--- src/pkg/dflash_part_pkg.sv ---
// Constants and carrier types for the D-Flash partition command handler
package dflash_part_pkg;
  localparam logic [7:0]  CMD_PARTITION     = 8'h20;
  localparam logic [7:0]  DFLASH_SECTORS    = 8'h80;
  localparam logic [7:0]  BUF_RAM_SECTORS   = 8'h10;
  localparam logic [7:0]  MIN_EMU_SECTORS   = 8'h0C;
  localparam logic [7:0]  MIN_EMU_RATIO     = 8'h08;
  localparam logic [22:0] NVINFO_ADDR       = 23'h12_0000;
  localparam logic [22:0] DFLASH_BASE       = 23'h10_0000;
  localparam logic [14:0] DFLASH_LAST_WORD  = 15'h3FFF;
  localparam logic [14:0] NVINFO_LAST_WORD  = 15'h003F;
  localparam logic [15:0] ERASED_WORD       = 16'hFFFF;

  // Parameters captured at launch
  typedef struct packed {
    logic [7:0]  cmd;
    logic [15:0] user_partition_sectors;
    logic [15:0] emu_buffer_sectors;
  } cmd_params_t;

  // Word request to the flash array
  typedef struct packed {
    logic        rd;
    logic        wr;
    logic [22:0] addr;
    logic [15:0] wdata;
  } flash_req_t;
endpackage

--- src/design/dflash_partition_command.sv ---
// Partition D-Flash command sequencer: validate, erase verify, program
module dflash_partition_command (
  input  wire logic                        i_mclk,
  input  wire logic                        i_resetn,
  input  wire logic                        i_command_complete_flag_clear,
  input  wire logic                        i_access_error_clear,
  input  wire dflash_part_pkg::cmd_params_t i_command_param_array,
  input  wire logic                        i_flash_ack,
  input  wire logic [15:0]                 i_flash_rdata,
  output logic                             o_command_complete_flag,
  output logic                             o_access_error_flag,
  output logic                             o_verify_fail,
  output logic                             o_busy,
  output dflash_part_pkg::flash_req_t      o_flash_req
);
  // Idle waits for launch; check judges counts; two verify passes; one program write
  typedef enum logic [2:0] {
    IDLE,
    CHECK,
    VERIFY_DF,
    VERIFY_NV,
    PROGRAM,
    DONE
  } state_t;

  state_t                        state;
  state_t                        next_state;
  dflash_part_pkg::cmd_params_t  params;
  dflash_part_pkg::cmd_params_t  next_params;
  logic [14:0]                   word;
  logic [14:0]                   next_word;
  logic                          command_complete_flag;
  logic                          next_command_complete_flag;
  logic                          access_error_flag;
  logic                          next_access_error_flag;
  logic                          vfail;
  logic                          next_vfail;
  dflash_part_pkg::flash_req_t   req;
  dflash_part_pkg::flash_req_t   next_req;
  logic                          counts_ok;
  logic [15:0]                   remain;
  logic [15:0]                   ratio_need;

  // Ratio test done as remain >= 8*emu, avoiding a divider
  always_comb begin
    remain     = {8'h00, dflash_part_pkg::DFLASH_SECTORS} - params.user_partition_sectors;
    ratio_need = {params.emu_buffer_sectors[12:0], 3'b000};
    counts_ok  = (params.cmd == dflash_part_pkg::CMD_PARTITION);
    if (params.user_partition_sectors > {8'h00, dflash_part_pkg::DFLASH_SECTORS}) begin
      counts_ok = 1'b0;
    end
    if (params.emu_buffer_sectors > {8'h00, dflash_part_pkg::BUF_RAM_SECTORS}) begin
      counts_ok = 1'b0;
    end
    if (params.emu_buffer_sectors != 16'h0000 && counts_ok) begin
      if (remain < {8'h00, dflash_part_pkg::MIN_EMU_SECTORS}) begin
        counts_ok = 1'b0;
      end
      if (remain < ratio_need) begin
        counts_ok = 1'b0;
      end
    end
  end

  always_comb begin
    next_state  = state;
    next_params = params;
    next_word   = word;
    next_command_complete_flag   = command_complete_flag;
    next_access_error_flag = access_error_flag;
    next_vfail  = vfail;
    next_req    = req;
    if (i_access_error_clear) begin
      next_access_error_flag = 1'b0;
    end
    case (state)
      IDLE: begin
        if (command_complete_flag && i_command_complete_flag_clear) begin
          next_params = i_command_param_array;
          next_command_complete_flag   = 1'b0;
          next_vfail  = 1'b0;
          next_state  = CHECK;
        end
      end
      CHECK: begin
        if (counts_ok) begin
          next_word  = 15'h0000;
          next_req   = '{rd: 1'b1, wr: 1'b0, addr: dflash_part_pkg::DFLASH_BASE,
                         wdata: 16'h0000};
          next_state = VERIFY_DF;
        end else begin
          next_access_error_flag = 1'b1;
          next_state  = DONE;
        end
      end
      VERIFY_DF, VERIFY_NV: begin
        if (i_flash_ack) begin
          next_req.rd = 1'b0;
          if (i_flash_rdata != dflash_part_pkg::ERASED_WORD) begin
            next_vfail = 1'b1;
            next_state = DONE;
          end else if (state == VERIFY_DF && word == dflash_part_pkg::DFLASH_LAST_WORD) begin
            next_word  = 15'h0000;
            next_req   = '{rd: 1'b1, wr: 1'b0, addr: dflash_part_pkg::NVINFO_ADDR,
                           wdata: 16'h0000};
            next_state = VERIFY_NV;
          end else if (state == VERIFY_NV && word == dflash_part_pkg::NVINFO_LAST_WORD) begin
            next_req   = '{rd: 1'b0, wr: 1'b1, addr: dflash_part_pkg::NVINFO_ADDR,
                           wdata: params.user_partition_sectors};
            next_state = PROGRAM;
          end else begin
            next_word     = word + 15'h0001;
            next_req.rd   = 1'b1;
            next_req.addr = req.addr + 23'h00_0002;
          end
        end
      end
      PROGRAM: begin
        if (i_flash_ack) begin
          next_req.wr = 1'b0;
          next_state  = DONE;
        end
      end
      DONE: begin
        next_command_complete_flag  = 1'b1;
        next_state = IDLE;
      end
      default: begin
        next_state = IDLE;
      end
    endcase
  end

  always_ff @(posedge i_mclk) begin
    if (!i_resetn) begin
      state  <= IDLE;
      params <= '0;
      word   <= 15'h0000;
      command_complete_flag   <= 1'b1;
      access_error_flag <= 1'b0;
      vfail  <= 1'b0;
      req    <= '0;
    end else begin
      state  <= next_state;
      params <= next_params;
      word   <= next_word;
      command_complete_flag   <= next_command_complete_flag;
      access_error_flag <= next_access_error_flag;
      vfail  <= next_vfail;
      req    <= next_req;
    end
  end

  // Busy registered from the same next-state so it tracks the flag exactly
  always_ff @(posedge i_mclk) begin
    if (!i_resetn) begin
      o_busy <= 1'b0;
    end else begin
      o_busy <= (next_state != IDLE);
    end
  end

  assign o_command_complete_flag = command_complete_flag;
  assign o_access_error_flag     = access_error_flag;
  assign o_verify_fail           = vfail;
  assign o_flash_req             = req;
endmodule

--- config.mk ---
export PLATFORM = sky130hd
export DESIGN_NAME = dflash_partition_command
export DESIGN_NICKNAME = d
export VERILOG_FILES = /design/src/pkg/dflash_part_pkg.sv /design/src/design/dflash_partition_command.sv
export SDC_FILE = /design/constraint.sdc
export NUM_CORES = 1
export LEC_CHECK = 0
export ABC_AREA = 1
export BUFFER_PORTS_ARGS = -buffer_cell sky130_fd_sc_hd__clkbuf_2
export CORE_MARGIN = 2
export CORE_UTILIZATION = 60
export DETAILED_ROUTE_END_ITERATION = 7
export PLACE_DENSITY = 0.94
export SYNTH_ARGS = -nofsm -noshare
export SYNTH_HDL_FRONTEND = slang
export SYNTH_SLANG_ARGS = --single-unit
--- constraint.sdc ---
create_clock -name i_mclk -period 5.88 [get_ports i_mclk]
set_clock_uncertainty 0.05 [all_clocks]
set_input_delay 1.176 -clock i_mclk [delete_from_list [all_inputs] [get_ports i_mclk]]
set_output_delay 1.176 -clock i_mclk [all_outputs]
set_load 0.01 [all_outputs]
==> impl_metrics.xml, run 1 <==
<?xml version="1.0" encoding="UTF-8"?>
<metrics>
  <group name="status">
    <metric name="outcome" unit="">complete, no violations</metric>
  </group>
  <group name="pwr">
    <metric name="power.total" unit="mW">2.263</metric>
    <metric name="power_frac_seq" unit="%">41.3</metric>
    <metric name="share_clk_of_total_power" unit="%">19.1</metric>
    <metric name="power.combinational.fraction" unit="%">39.6</metric>
    <metric name="switching_share" unit="%">42.25</metric>
    <metric name="worst_ir_drop_vdd" unit="mV">0.1807</metric>
    <metric name="power_switching" unit="mW">0.9560</metric>
    <metric name="power_density" unit="mW/mm2">332.2</metric>
    <metric name="power.leakage" unit="nW">3.293</metric>
    <metric name="power.internal" unit="mW">1.307</metric>
  </group>
  <group name="yosys">
    <metric name="post_synth_num_cell_types" unit="">42</metric>
    <metric name="synth-main-ff-cell" unit="">sky130_fd_sc_hd__dfxtp_1</metric>
    <metric name="netlist_area_before_placement" unit="mm2">0.006091</metric>
    <metric name="ys_ff_latch" unit="">102</metric>
    <metric name="synth-edff-count" unit="">0</metric>
    <metric name="yosysWarnings" unit="">0</metric>
    <metric name="synth_seq_area_share" unit="%">33.53</metric>
    <metric name="syn_nets" unit="">1050</metric>
    <metric name="post_synth.cell_area_avg" unit="um2">6.241</metric>
    <metric name="asyncSetResetFlopFracSynth" unit="%">0</metric>
    <metric name="synth_cells" unit="">976</metric>
  </group>
  <group name="place">
    <metric name="place.gp.congestion" unit="">0.8891</metric>
    <metric name="numPortBuffers" unit="">104</metric>
    <metric name="hpwlAfterDp" unit="mm">10.44</metric>
    <metric name="pre_cts_slack" unit="ns">2.015</metric>
  </group>
  <group name="die">
    <metric name="fp.dieH" unit="um">104.8</metric>
    <metric name="fp.coreArea" unit="mm2">0.009819</metric>
    <metric name="starting_density_of_the_core" unit="%">62.03</metric>
    <metric name="floorplan.io_pins" unit="">106</metric>
    <metric name="die_outline_area" unit="mm2">0.01097</metric>
    <metric name="die_width" unit="um">104.8</metric>
    <metric name="floorplan.rows" unit="">36</metric>
  </group>
  <group name="critical_path">
    <metric name="worst_path_dominant_cell_family" unit="">simple AND/OR/NAND/NOR gates</metric>
    <metric name="worst-setup-path-type" unit="">flip-flop to flip-flop</metric>
    <metric name="cp.buffers_inverters" unit="">2</metric>
    <metric name="critical-path-top-cell-by-count" unit="">sky130_fd_sc_hd__nand2_1</metric>
    <metric name="cp_slowest_cell" unit="">sky130_fd_sc_hd__nand3_2</metric>
    <metric name="data_arrival_time_of_the_critical_path" unit="ns">4.21</metric>
    <metric name="timing.critical_path.required" unit="ns">6.14</metric>
    <metric name="startpoint" unit="">params[16]</metric>
    <metric name="crit_chain" unit="">nor2_4 -&gt; nand2_2 -&gt; o21ai_4 -&gt; nand4_1 -&gt; nand2_1 -&gt; inv_1 -&gt; ha_1 -&gt; nand4_1 -&gt; nor2_1 -&gt; inv_1 -&gt; o21ai_0 -&gt; nor2_1 -&gt; nand2_1 -&gt; nand2_1 -&gt; nand2_1 -&gt; nand2_1 -&gt; nand2_4 -&gt; nand3_2 -&gt; nand2_1 -&gt; nand2_1 -&gt; nor2_1</metric>
    <metric name="worst_r2r_path_depth" unit="">21</metric>
    <metric name="setup.worst_path.end" unit="">o_flash_req[33]</metric>
    <metric name="sort_of_element_at_the_start_of_the_critical_path" unit="">flip-flop</metric>
    <metric name="crit-reg2reg-launch" unit="">params[16]</metric>
    <metric name="r2r_setup_slack" unit="ns">1.93</metric>
    <metric name="timing.critical_path.to_type" unit="">flip-flop</metric>
    <metric name="reg2reg_to" unit="">o_flash_req[33]</metric>
    <metric name="worst-path-max-fanout" unit="">53</metric>
    <metric name="crit_path_max_cell_delay" unit="ns">0.62</metric>
    <metric name="cp_num_cells" unit="">21</metric>
  </group>
  <group name="global_route">
    <metric name="global_route.overflow_total" unit="">0</metric>
    <metric name="first_global_vias" unit="">5992</metric>
    <metric name="gr-usage-all-layers" unit="%">27.65</metric>
    <metric name="antenna_found_initial" unit="">0</metric>
    <metric name="global_route_wire_length_before_repair" unit="mm">25.62</metric>
    <metric name="grt_start_max_net_pins" unit="">68</metric>
  </group>
  <group name="finish">
    <metric name="layout-drive-gt1-share" unit="%">15.22</metric>
    <metric name="fin_nets" unit="">1127</metric>
    <metric name="commonest_cells_after_routing_fill_and_taps_aside" unit="">sky130_fd_sc_hd__nand2_1 (219), sky130_fd_sc_hd__nor2_1 (162), sky130_fd_sc_hd__inv_1 (146)</metric>
    <metric name="mostFrequentLayoutCell" unit="">sky130_fd_sc_hd__nand2_1</metric>
    <metric name="syn_to_final_growth" unit="%">11.83</metric>
    <metric name="fillers" unit="">899</metric>
    <metric name="antenna_cells_inserted" unit="">0</metric>
  </group>
  <group name="routing">
    <metric name="drtIter0Drc" unit="">427</metric>
    <metric name="detail_route.vias_per_cell" unit="">5.428</metric>
    <metric name="avgRoutedWirePerCell" unit="um">12.49</metric>
    <metric name="totalWireLength" unit="mm">14.88</metric>
    <metric name="ant_nets" unit="">0</metric>
    <metric name="route.vias.total" unit="">6465</metric>
    <metric name="remaining_drc_errors" unit="">0</metric>
    <metric name="drt_pre_antenna_iters" unit="">5</metric>
  </group>
  <group name="clock_tree">
    <metric name="cts.clk_slew.worst_paths" unit="ns">0.12</metric>
    <metric name="cts_root_buffer" unit="">sky130_fd_sc_hd__clkbuf_8</metric>
    <metric name="cts_setup_buffers" unit="">0</metric>
    <metric name="clock_latency" unit="ns">0.38</metric>
    <metric name="hold_buffer_count_at_cts" unit="">0</metric>
    <metric name="clockBufferDepth" unit="">2</metric>
    <metric name="post_cts_sizing_count" unit="">0</metric>
    <metric name="cts_max_level" unit="">3</metric>
    <metric name="clock_tree_from_tritoncts" unit="">done</metric>
    <metric name="cts_buffers" unit="">9</metric>
    <metric name="clkSinkCount" unit="">102</metric>
  </group>
  <group name="sta">
    <metric name="report.final.slew_viol_count" unit="">0</metric>
    <metric name="postLayoutSetupSlackWorst" unit="ns">1.933</metric>
    <metric name="maxClockFrequency" unit="MHz">253.3</metric>
    <metric name="final_period_minus_worst_setup_slack" unit="ns">3.947</metric>
    <metric name="rsz0062_at_grt" unit="">no</metric>
    <metric name="worstMarginPinSlew" unit="ns">1.158</metric>
    <metric name="fin_setup_tns" unit="ns">0</metric>
    <metric name="max-slew-margin-rel" unit="%">22.79</metric>
    <metric name="finalHoldWorstSlack" unit="ns">0.4384</metric>
    <metric name="timing.final.crit_share" unit="%">67.13</metric>
    <metric name="timing.final.hold_violations" unit="">0</metric>
    <metric name="setup_violations" unit="">0</metric>
  </group>
  <group name="hold_path">
    <metric name="timing.hold.worst.class" unit="">flip-flop to flip-flop</metric>
  </group>
  <group name="job">
    <metric name="drv.max_cap_violation_count" unit="">0</metric>
  </group>
</metrics>
## through the flow
| stage | utilization (%) | cell area [um2] | cells |
|---|---|---|---|
| after global routing | 69.37 | 6812 | 1191 |
| after CTS | 69.37 | 6812 | 1191 |
| final | 69.37 | 6812 | 1191 |
| after floorplan | - | 6091 | 976 |
| after detailed placement | 67.42 | 6620 | 1175 |
| after global placement | 67.42 | 6620 | 1175 |
## power by group through the flow
stage               logic (mW)  registers [mW]  clock network [mW]
CTS                      0.894           0.930               0.436
finish                   0.896           0.934               0.433
global placement         0.843           0.943                   0
global route              1.03           0.951               0.471
detailed placement       0.878           0.946                   0
floorplan                0.654           0.944                   0
## area by class of cell
cell class	count	area (um2)	area share (%)
Clock buffer	9	123.9	1.819
Clock inverter	7	67.56	0.9919
Inverter	159	596.8	8.762
Multi-Input combinational cell	675	3279	48.14
Sequential cell	102	2042	29.98
Tap cell	133	166.4	2.443
Timing Repair Buffer	106	535.5	7.862
## worst register-to-register path: cells and delay by family (launching register included)
kind            cells  cell delay [ns]
compound gates      2             0.42
flops               1             0.37
fa+ha+maj           1             0.28
simple gates       16             2.65
buf+inv             2             0.10
## layer usage
layer	up-vias	wire, um	track usage, %	part of all wire, %
met5	-	0	0	0
met4	0	340	9.810	2.3
met3	42	1121	5.677	7.5
met2	270	7218	47.91	49
met1	2894	6200	33.90	42
li1	3259	-	-	-
## kinds of logic (layout without fill, tap and decap cells)
kind of cell,count (synthesis),in the layout,share of synthesized area [%]
and+or+nand+nor,549,549,40.34
buffers and inverters,199,281,12.84
AOI/OAI and AO/OA,102,102,9.121
DFF,102,102,33.53
adders and majority gates,13,13,2.671
xor gates and xnor gates,10,10,1.438
other,1,1,0.06157
## cells in the mapped netlist, types with 2 or more instances
cell / instances / area share [%]
sky130_fd_sc_hd__nor4_2: 2 / 0.41
sky130_fd_sc_hd__o211ai_1: 2 / 0.25
sky130_fd_sc_hd__nor4_1: 5 / 0.51
sky130_fd_sc_hd__inv_2: 13 / 0.80
sky130_fd_sc_hd__nand3b_1: 2 / 0.25
sky130_fd_sc_hd__buf_2: 13 / 1.1
sky130_fd_sc_hd__nand3_4: 2 / 0.58
sky130_fd_sc_hd__or2_2: 4 / 0.41
sky130_fd_sc_hd__nor3_1: 22 / 1.8
sky130_fd_sc_hd__nand3_1: 48 / 3.9
sky130_fd_sc_hd__or2_1: 2 / 0.21
sky130_fd_sc_hd__nand4_1: 63 / 6.5
sky130_fd_sc_hd__buf_6: 2 / 0.37
sky130_fd_sc_hd__nor2_1: 163 / 10
sky130_fd_sc_hd__nand2_2: 7 / 0.72
sky130_fd_sc_hd__o21ai_0: 52 / 4.3
sky130_fd_sc_hd__clkbuf_1: 21 / 1.3
sky130_fd_sc_hd__nand2_1: 219 / 13
sky130_fd_sc_hd__inv_1: 146 / 9.0
sky130_fd_sc_hd__buf_1: 3 / 0.18
sky130_fd_sc_hd__nor2_2: 2 / 0.21
sky130_fd_sc_hd__nand3_2: 3 / 0.49
sky130_fd_sc_hd__o221ai_1: 2 / 0.29
sky130_fd_sc_hd__o21bai_1: 4 / 0.49
sky130_fd_sc_hd__dfxtp_1: 102 / 34
sky130_fd_sc_hd__ha_1: 13 / 2.7
sky130_fd_sc_hd__a21oi_1: 36 / 3.0
sky130_fd_sc_hd__xor2_1: 9 / 1.3
## flip-flops by register name, summed over array words and instances, names as in the netlist
name / flops
o_flash_req: 40
params: 40
word: 15
state: 3
o_access_error_flag: 1
o_busy: 1
o_command_complete_flag: 1
o_verify_fail: 1
## how the worst min path moves through the flow
stage / start / cells after the start / slack (ns) / endpoint
3_5_place_dp: params[13] / 2 / 0.43 / params[13]
4_1_cts: o_access_error_flag / 2 / 0.44 / o_access_error_flag
5_1_grt: params[13] / 2 / 0.46 / params[13]
3_3_place_gp: params[32] / 2 / 0.41 / params[32]
6_report: o_access_error_flag / 2 / 0.44 / o_access_error_flag
2_1_floorplan: params[32] / 2 / 0.40 / params[32]
Note: power is estimated with default switching activity, not from simulation.
==> inputs of run 2 (changes only) <==
- ABC_AREA: 1 -> 0
- CORE_UTILIZATION: 60 -> 55
- PLACE_DENSITY: 0.94 -> 0.89
- clock period: 5.88 -> 3.9 ns (I/O delays scaled with it)
==> run 2 against run 1 <==
Via count shrank 19%; first-iteration DRC count shrank 34%; sequential power grew 30%; sequential cell count is the same; utilization shrank 0.48 points; sequential share of layout area grew 2.6 points; synthesized cell count shrank 33%; global-route usage shrank 0.70 points; synthesized area shrank 17%; worst hold slack lost 0.024 ns; total power grew 31%; critical endpoint is now word[11].
==> impl_metrics.xml, run 2 <==
<?xml version="1.0" encoding="UTF-8"?>
<metrics>
  <group name="status">
    <metric name="outcome" unit="">complete, no violations</metric>
  </group>
  <group name="critical_path">
    <metric name="worst-path-max-fanout" unit="">8</metric>
    <metric name="crit_chain" unit="">or4_4 -&gt; o41ai_4 -&gt; nor2b_2 -&gt; xnor2_1 -&gt; ha_2 -&gt; or4_4 -&gt; a221o_1 -&gt; a31oi_2 -&gt; nor4_4 -&gt; o211ai_4 -&gt; buf_6 -&gt; a31oi_4 -&gt; buf_6 -&gt; nor3b_1 -&gt; o21a_1</metric>
    <metric name="sort_of_element_at_the_start_of_the_critical_path" unit="">flip-flop</metric>
    <metric name="cp_slowest_cell" unit="">sky130_fd_sc_hd__or4_4</metric>
    <metric name="timing.critical_path.to_type" unit="">flip-flop</metric>
    <metric name="data_arrival_time_of_the_critical_path" unit="ns">4.08</metric>
    <metric name="timing.critical_path.required" unit="ns">4.11</metric>
    <metric name="cp.buffers_inverters" unit="">2</metric>
    <metric name="startpoint" unit="">params[19]</metric>
    <metric name="worst_path_dominant_cell_family" unit="">simple AND/OR/NAND/NOR gates</metric>
    <metric name="crit-reg2reg-launch" unit="">params[19]</metric>
    <metric name="worst-setup-path-type" unit="">flip-flop to flip-flop</metric>
    <metric name="crit_path_max_cell_delay" unit="ns">0.55</metric>
  </group>
  <group name="yosys">
    <metric name="syn_nets" unit="">730</metric>
    <metric name="synth-edff-count" unit="">0</metric>
    <metric name="yosys.area.top_type_share" unit="%">40.29</metric>
    <metric name="post_synth.cell_area_avg" unit="um2">7.727</metric>
    <metric name="synth.top_cells.by_count" unit="">sky130_fd_sc_hd__nand2_1 (124), sky130_fd_sc_hd__dfxtp_1 (102), sky130_fd_sc_hd__a21oi_1 (60), sky130_fd_sc_hd__o21ai_0 (49), sky130_fd_sc_hd__nor2_1 (42)</metric>
    <metric name="synth.most_common_cell" unit="">sky130_fd_sc_hd__nand2_1</metric>
    <metric name="ys_ff_latch" unit="">102</metric>
    <metric name="synth_seq_area_share" unit="%">40.29</metric>
    <metric name="yosysWarnings" unit="">0</metric>
    <metric name="synth_area_leader_cell" unit="">sky130_fd_sc_hd__dfxtp_1</metric>
    <metric name="post_synth_num_cell_types" unit="">59</metric>
    <metric name="synth_area_leaders" unit="">sky130_fd_sc_hd__dfxtp_1 (40%), sky130_fd_sc_hd__nand2_1 (9.2%), sky130_fd_sc_hd__a21oi_1 (5.9%)</metric>
    <metric name="asyncSetResetFlopFracSynth" unit="%">0</metric>
    <metric name="synth-main-ff-cell" unit="">sky130_fd_sc_hd__dfxtp_1</metric>
    <metric name="netlist_area_before_placement" unit="mm2">0.005069</metric>
    <metric name="synth_cells" unit="">656</metric>
  </group>
  <group name="clock_tree">
    <metric name="clockBufferDepth" unit="">2</metric>
    <metric name="hold_buffer_count_at_cts" unit="">0</metric>
    <metric name="cts_root_buffer" unit="">sky130_fd_sc_hd__clkbuf_8</metric>
    <metric name="clock_tree_from_tritoncts" unit="">done</metric>
    <metric name="cts_buffers" unit="">9</metric>
    <metric name="clkSinkCount" unit="">102</metric>
    <metric name="clock_latency" unit="ns">0.37</metric>
    <metric name="cts_max_level" unit="">3</metric>
    <metric name="cts.clk_slew.worst_paths" unit="ns">0.10</metric>
  </group>
  <group name="sta">
    <metric name="maxClockFrequency" unit="MHz">258.8</metric>
    <metric name="rsz0062_at_grt" unit="">yes</metric>
    <metric name="postLayoutSetupSlackWorst" unit="ns">0.03663</metric>
    <metric name="timing.final.hold_violations" unit="">0</metric>
    <metric name="final_period_minus_worst_setup_slack" unit="ns">3.863</metric>
    <metric name="timing.final.crit_share" unit="%">99.06</metric>
    <metric name="setup_violations" unit="">0</metric>
    <metric name="worstMarginPinSlew" unit="ns">0.7701</metric>
    <metric name="report.final.slew_viol_count" unit="">0</metric>
    <metric name="finalHoldWorstSlack" unit="ns">0.4142</metric>
    <metric name="max-slew-margin-rel" unit="%">48.66</metric>
  </group>
  <group name="global_route">
    <metric name="met2_track_utilization_from_global_routing" unit="%">48.02</metric>
    <metric name="grt_most_used_layer" unit="">met2</metric>
    <metric name="met3_usage" unit="%">5.153</metric>
    <metric name="met1_usage" unit="%">32.37</metric>
    <metric name="global_route.overflow_total" unit="">0</metric>
    <metric name="first_global_vias" unit="">4914</metric>
    <metric name="grt_start_max_net_pins" unit="">42</metric>
    <metric name="global_route_wire_length_before_repair" unit="mm">22.04</metric>
    <metric name="antenna_found_initial" unit="">0</metric>
    <metric name="gr-usage-all-layers" unit="%">26.95</metric>
  </group>
  <group name="finish">
    <metric name="layout-drive-gt1-share" unit="%">24.32</metric>
    <metric name="fin_nets" unit="">842</metric>
    <metric name="core_occupancy_in_the_finished_layout" unit="%">68.89</metric>
    <metric name="fillers" unit="">732</metric>
    <metric name="mostFrequentLayoutCell" unit="">sky130_fd_sc_hd__nand2_1</metric>
    <metric name="antenna_cells_inserted" unit="">0</metric>
    <metric name="syn_to_final_growth" unit="%">23.80</metric>
    <metric name="commonest_cells_after_routing_fill_and_taps_aside" unit="">sky130_fd_sc_hd__nand2_1 (123), sky130_fd_sc_hd__clkbuf_2 (104), sky130_fd_sc_hd__dfxtp_1 (101)</metric>
  </group>
  <group name="pwr">
    <metric name="worst_ir_drop_vdd" unit="mV">0.3275</metric>
    <metric name="power.leakage" unit="nW">2.530</metric>
    <metric name="power_density" unit="mW/mm2">472.9</metric>
    <metric name="power.total" unit="mW">2.967</metric>
  </group>
  <group name="routing">
    <metric name="drtIter0Drc" unit="">280</metric>
    <metric name="route.vias.total" unit="">5255</metric>
    <metric name="avgRoutedWirePerCell" unit="um">15.67</metric>
    <metric name="detail_route.vias_per_cell" unit="">5.945</metric>
    <metric name="ant_nets" unit="">0</metric>
    <metric name="drt_pre_antenna_iters" unit="">5</metric>
    <metric name="remaining_drc_errors" unit="">0</metric>
    <metric name="totalWireLength" unit="mm">13.85</metric>
  </group>
  <group name="place">
    <metric name="place.gp.congestion" unit="">0.8869</metric>
    <metric name="pre_cts_slack" unit="ns">-0.1019</metric>
    <metric name="hpwlAfterDp" unit="mm">9.678</metric>
    <metric name="numPortBuffers" unit="">104</metric>
  </group>
  <group name="die">
    <metric name="die_outline_area" unit="mm2">0.01000</metric>
    <metric name="floorplan.rows" unit="">35</metric>
    <metric name="floorplan.io_pins" unit="">106</metric>
    <metric name="starting_density_of_the_core" unit="%">55.65</metric>
    <metric name="fp.dieH" unit="um">100</metric>
    <metric name="die_width" unit="um">100</metric>
    <metric name="fp.coreArea" unit="mm2">0.009109</metric>
  </group>
  <group name="hold_path">
    <metric name="timing.hold.worst.class" unit="">flip-flop to flip-flop</metric>
    <metric name="critical_hold_path_startpoint" unit="">params[32]</metric>
  </group>
  <group name="job">
    <metric name="drv.max_cap_violation_count" unit="">0</metric>
  </group>
</metrics>
==> run 2: cell count changes in the layout (fill, tap and decap cells not counted), moves of 15 or more <==
cell	delta
sky130_fd_sc_hd__inv_1	-123
sky130_fd_sc_hd__o31ai_1	+23
sky130_fd_sc_hd__o21ai_1	+22
sky130_fd_sc_hd__o21ai_0	-24
sky130_fd_sc_hd__nand2_1	-96
sky130_fd_sc_hd__nor3_1	-15
sky130_fd_sc_hd__and3_1	+19
sky130_fd_sc_hd__buf_4	+19
sky130_fd_sc_hd__nor2_1	-122
sky130_fd_sc_hd__a21oi_1	+24
sky130_fd_sc_hd__nand4_1	-53
==> run 2: per-stage QoR <==
| stage | instances | setup TNS (ns) | area, um2 |
|---|---|---|---|
| after global routing | 884 | -1.577 | 6275 |
| after floorplan | 656 | 0 | 5069 |
| after detailed placement | 863 | -0.3902 | 5823 |
| after global placement | 863 | 0 | 5823 |
| final | 884 | 0 | 6275 |
| after CTS | 881 | 0 | 6107 |
==> run 2: layout make-up <==
| type | instances | area, um2 | share of cell area, % |
|---|---|---|---|
| Inverter | 25 | 93.84 | 1.496 |
| Multi-Input combinational cell | 496 | 2920 | 46.54 |
| Timing Repair Buffer | 134 | 833.3 | 13.28 |
| Tap cell | 111 | 138.9 | 2.213 |
| Sequential cell | 102 | 2043 | 32.56 |
| Clock inverter | 5 | 103.9 | 1.655 |
| Clock buffer | 11 | 141.4 | 2.253 |
==> run 2: timing repair <==
item,4_1_cts,5_1_grt
pin swaps,3,16
gates cloned,0,2
setup buffers,2,2
setup endpoints to repair,31,59
resized for setup,6,46
hold endpoints to repair,0,0
==> run 2: worst paths after layout <==
| check | end | slack, ns | cells past startpoint |
|---|---|---|---|
| worst min-delay path | params[32] | 0.41 | 2 |
| worst max-delay path | word[11] | 0.04 | 15 |
| worst max register to register | word[11] | 0.04 | 15 |
| worst min register to register | params[32] | 0.41 | 2 |
==> run 2: cell families after synthesis <==
kind of cell	Yosys count	synth area share (%)
AOI/OAI and AO/OA	168	20.37
xor gates and xnor gates	11	1.901
adders and majority gates	13	3.209
buffers and inverters	58	4.542
DFF	102	40.29
muxes	1	0.1975
other	1	0.07398
and+or+nand+nor	302	29.43
==> run 2: routing by layer <==
layer | share of wire [%] | wire length, um | vias up
met4 | 2.3 | 314 | 0
met5 | 0 | 0 | -
li1 | - | - | 2550
met1 | 40 | 5536 | 2479
met3 | 6.8 | 948 | 27
met2 | 51 | 7050 | 199
==> run 2: worst reg2reg max path, stage by stage, from the launching register on <==
cell and delay (ns):
sky130_fd_sc_hd__dfxtp_2 0.34, sky130_fd_sc_hd__or4_4 0.55, sky130_fd_sc_hd__o41ai_4 0.38, sky130_fd_sc_hd__nor2b_2 0.23
sky130_fd_sc_hd__xnor2_1 0.07, sky130_fd_sc_hd__ha_2 0.19, sky130_fd_sc_hd__or4_4 0.41, sky130_fd_sc_hd__a221o_1 0.29
sky130_fd_sc_hd__a31oi_2 0.20, sky130_fd_sc_hd__nor4_4 0.09, sky130_fd_sc_hd__o211ai_4 0.26, sky130_fd_sc_hd__buf_6 0.14
sky130_fd_sc_hd__a31oi_4 0.07, sky130_fd_sc_hd__buf_6 0.15, sky130_fd_sc_hd__nor3b_1 0.14, sky130_fd_sc_hd__o21a_1 0.17
==> run 2: power breakdown <==
group	internal [mW]	switching, mW
Clock	0.445	0.363
Combinational	0.410	0.536
Sequential	1.12	0.0892
==> inputs of run 3 (changes only) <==
- PLACE_DENSITY: 0.89 -> 0.82
- SLEW_MARGIN: unset -> 10
==> run 3 against run 2 <==
Maximum frequency rose by 2.1%; critical endpoint is now o_flash_req[37]; sequential cell count did not move; routed wire length about the same; cell area fell by 2.6%; via count hardly changed; first-iteration DRC count increased by 39%; largest power group unchanged; critical path type unchanged; largest cell class unchanged; final cell count is 0.23% lower; global-route usage is 0.060 points lower; utilization shrank 1.8 points; non-clock buffer count down 2; sequential power is essentially flat.
==> impl_metrics.xml, run 3 (same netlist as run 2, synthesis figures left out) <==
<?xml version="1.0" encoding="UTF-8"?>
<metrics>
  <group name="status">
    <metric name="outcome" unit="">complete, no violations</metric>
  </group>
  <group name="routing">
    <metric name="totalWireLength" unit="mm">13.85</metric>
    <metric name="ant_nets" unit="">0</metric>
    <metric name="drt_pre_antenna_iters" unit="">5</metric>
    <metric name="remaining_drc_errors" unit="">0</metric>
    <metric name="route.vias.total" unit="">5256</metric>
    <metric name="avgRoutedWirePerCell" unit="um">15.71</metric>
    <metric name="drtIter0Drc" unit="">390</metric>
    <metric name="detail_route.vias_per_cell" unit="">5.959</metric>
  </group>
  <group name="clock_tree">
    <metric name="clockBufferDepth" unit="">2</metric>
    <metric name="cts_max_level" unit="">3</metric>
    <metric name="cts_root_buffer" unit="">sky130_fd_sc_hd__clkbuf_8</metric>
    <metric name="cts_buffers" unit="">9</metric>
    <metric name="hold_buffer_count_at_cts" unit="">0</metric>
    <metric name="clkSinkCount" unit="">102</metric>
    <metric name="cts.clk_slew.worst_paths" unit="ns">0.10</metric>
    <metric name="clock_tree_from_tritoncts" unit="">done</metric>
    <metric name="clock_latency" unit="ns">0.38</metric>
  </group>
  <group name="sta">
    <metric name="timing.final.crit_share" unit="%">97.07</metric>
    <metric name="worstMarginPinSlew" unit="ns">0.5634</metric>
    <metric name="report.final.slew_viol_count" unit="">0</metric>
    <metric name="final_period_minus_worst_setup_slack" unit="ns">3.786</metric>
    <metric name="timing.final.hold_violations" unit="">0</metric>
    <metric name="setup_violations" unit="">0</metric>
    <metric name="max-slew-margin-rel" unit="%">62.39</metric>
    <metric name="maxClockFrequency" unit="MHz">264.2</metric>
  </group>
  <group name="global_route">
    <metric name="antenna_found_initial" unit="">0</metric>
    <metric name="gr-usage-all-layers" unit="%">26.89</metric>
    <metric name="global_route_wire_length_before_repair" unit="mm">21.82</metric>
    <metric name="first_global_vias" unit="">4658</metric>
    <metric name="global_route.overflow_total" unit="">0</metric>
    <metric name="grt_start_max_net_pins" unit="">43</metric>
  </group>
  <group name="critical_path">
    <metric name="worst-path-max-fanout" unit="">21</metric>
    <metric name="timing.critical_path.required" unit="ns">4.11</metric>
    <metric name="data_arrival_time_of_the_critical_path" unit="ns">4.00</metric>
    <metric name="timing.critical_path.to_type" unit="">flip-flop</metric>
    <metric name="crit_path_max_cell_delay" unit="ns">0.58</metric>
    <metric name="critical-path-top-cell-by-count" unit="">sky130_fd_sc_hd__buf_4</metric>
    <metric name="worst-setup-path-type" unit="">flip-flop to flip-flop</metric>
    <metric name="worst_r2r_path_depth" unit="">17</metric>
    <metric name="crit_chain" unit="">or4_4 -&gt; o41ai_4 -&gt; buf_4 -&gt; nand2_2 -&gt; nor3_2 -&gt; xnor2_1 -&gt; ha_1 -&gt; nand3_2 -&gt; nor2_1 -&gt; a311oi_2 -&gt; nor4_1 -&gt; buf_4 -&gt; o211ai_4 -&gt; and4_4 -&gt; buf_12 -&gt; o21ai_0 -&gt; o31ai_1</metric>
    <metric name="cp_slowest_cell" unit="">sky130_fd_sc_hd__or4_4</metric>
    <metric name="sort_of_element_at_the_start_of_the_critical_path" unit="">flip-flop</metric>
  </group>
  <group name="die">
    <metric name="starting_density_of_the_core" unit="%">55.65</metric>
    <metric name="die_width" unit="um">100</metric>
    <metric name="fp.coreArea" unit="mm2">0.009109</metric>
    <metric name="floorplan.rows" unit="">35</metric>
    <metric name="fp.dieH" unit="um">100</metric>
    <metric name="floorplan.io_pins" unit="">106</metric>
    <metric name="die_outline_area" unit="mm2">0.01000</metric>
  </group>
  <group name="finish">
    <metric name="stdcell_area" unit="mm2">0.006113</metric>
    <metric name="layout-drive-gt1-share" unit="%">23.22</metric>
    <metric name="antenna_cells_inserted" unit="">0</metric>
    <metric name="finalNonFillerCells" unit="">882</metric>
    <metric name="core_occupancy_in_the_finished_layout" unit="%">67.12</metric>
    <metric name="syn_to_final_growth" unit="%">20.61</metric>
    <metric name="fin_nets" unit="">840</metric>
    <metric name="commonest_cells_after_routing_fill_and_taps_aside" unit="">sky130_fd_sc_hd__nand2_1 (123), sky130_fd_sc_hd__clkbuf_2 (104), sky130_fd_sc_hd__dfxtp_1 (102)</metric>
    <metric name="fillers" unit="">760</metric>
    <metric name="mostFrequentLayoutCell" unit="">sky130_fd_sc_hd__nand2_1</metric>
  </group>
  <group name="place">
    <metric name="place.gp.congestion" unit="">0.9885</metric>
    <metric name="dp_cells" unit="">864</metric>
    <metric name="postPlaceCellArea" unit="mm2">0.005818</metric>
    <metric name="hpwlAfterDp" unit="mm">10.07</metric>
    <metric name="numPortBuffers" unit="">104</metric>
  </group>
  <group name="hold_path">
    <metric name="hold_depth" unit="">2</metric>
    <metric name="timing.hold.worst.class" unit="">flip-flop to flip-flop</metric>
  </group>
  <group name="pwr">
    <metric name="worst_ir_drop_vdd" unit="mV">0.2815</metric>
    <metric name="power_density" unit="mW/mm2">450.2</metric>
    <metric name="power.leakage" unit="nW">2.474</metric>
    <metric name="power.total" unit="mW">2.752</metric>
  </group>
  <group name="job">
    <metric name="drv.max_cap_violation_count" unit="">0</metric>
  </group>
</metrics>
## run 3: final timing paths
| path | from | to | slack (ns) |
|---|---|---|---|
| worst max-delay path | params[17] | o_flash_req[37] | 0.11 |
| worst min-delay path | o_flash_req[10] | o_flash_req[10] | 0.41 |
| worst max register to register | params[17] | o_flash_req[37] | 0.11 |
| worst min register to register | o_flash_req[10] | o_flash_req[10] | 0.41 |
## run 3: worst max-delay path: cells and delay by family (launching register included)
family | cells | cell delay [ns]
simple gates | 7 | 1.54
fa+ha+maj | 1 | 0.32
xor+xnor | 1 | 0.11
flops | 1 | 0.33
compound gates | 5 | 0.79
buf+inv | 3 | 0.53
## run 3: through the flow
stage                     setup WS [ns]  hold slack, ns  setup TNS [ns]
after floorplan                  0.1362          0.3816               0
after global placement           0.1302          0.3890               0
after detailed placement        0.01776          0.3932               0
after CTS                      0.001954          0.4067               0
after global routing           -0.01666          0.4320        -0.01666
final                            0.1144          0.4098               0
## run 3: final cells by class
| cell class | instances | area, um2 | share of cell area [%] |
|---|---|---|---|
| Clock buffer | 9 | 123.9 | 2.026 |
| Tap cell | 111 | 138.9 | 2.272 |
| Timing Repair Buffer | 132 | 763.2 | 12.48 |
| Sequential cell | 102 | 2042 | 33.40 |
| Inverter | 25 | 93.84 | 1.535 |
| Clock inverter | 7 | 68.82 | 1.126 |
| Multi-Input combinational cell | 496 | 2883 | 47.16 |
## run 3: per-layer routing
| metal | vias up | global-route usage [%] | part of all wire [%] |
|---|---|---|---|
| li1 | 2552 | - | - |
| met1 | 2490 | 36.25 | 43 |
| met2 | 187 | 43.45 | 50 |
| met3 | 27 | 5.292 | 5.9 |
| met4 | 0 | 8.957 | 1.7 |
| met5 | - | 0 | 0 |
## run 3: power by group
group,switching [mW],internal [mW]
clock network,0.414,0.255
registers,0.0943,1.12
logic,0.494,0.372
## run 3: timing repair
item / 4_1_cts / 5_1_grt
setup buffers: 0 / 1
cloned: 0 / 1
resized for setup: 1 / 23
endpoints found under the hold margin: 0 / 0
pin swaps: 0 / 7
endpoints found under the setup margin: 45 / 59
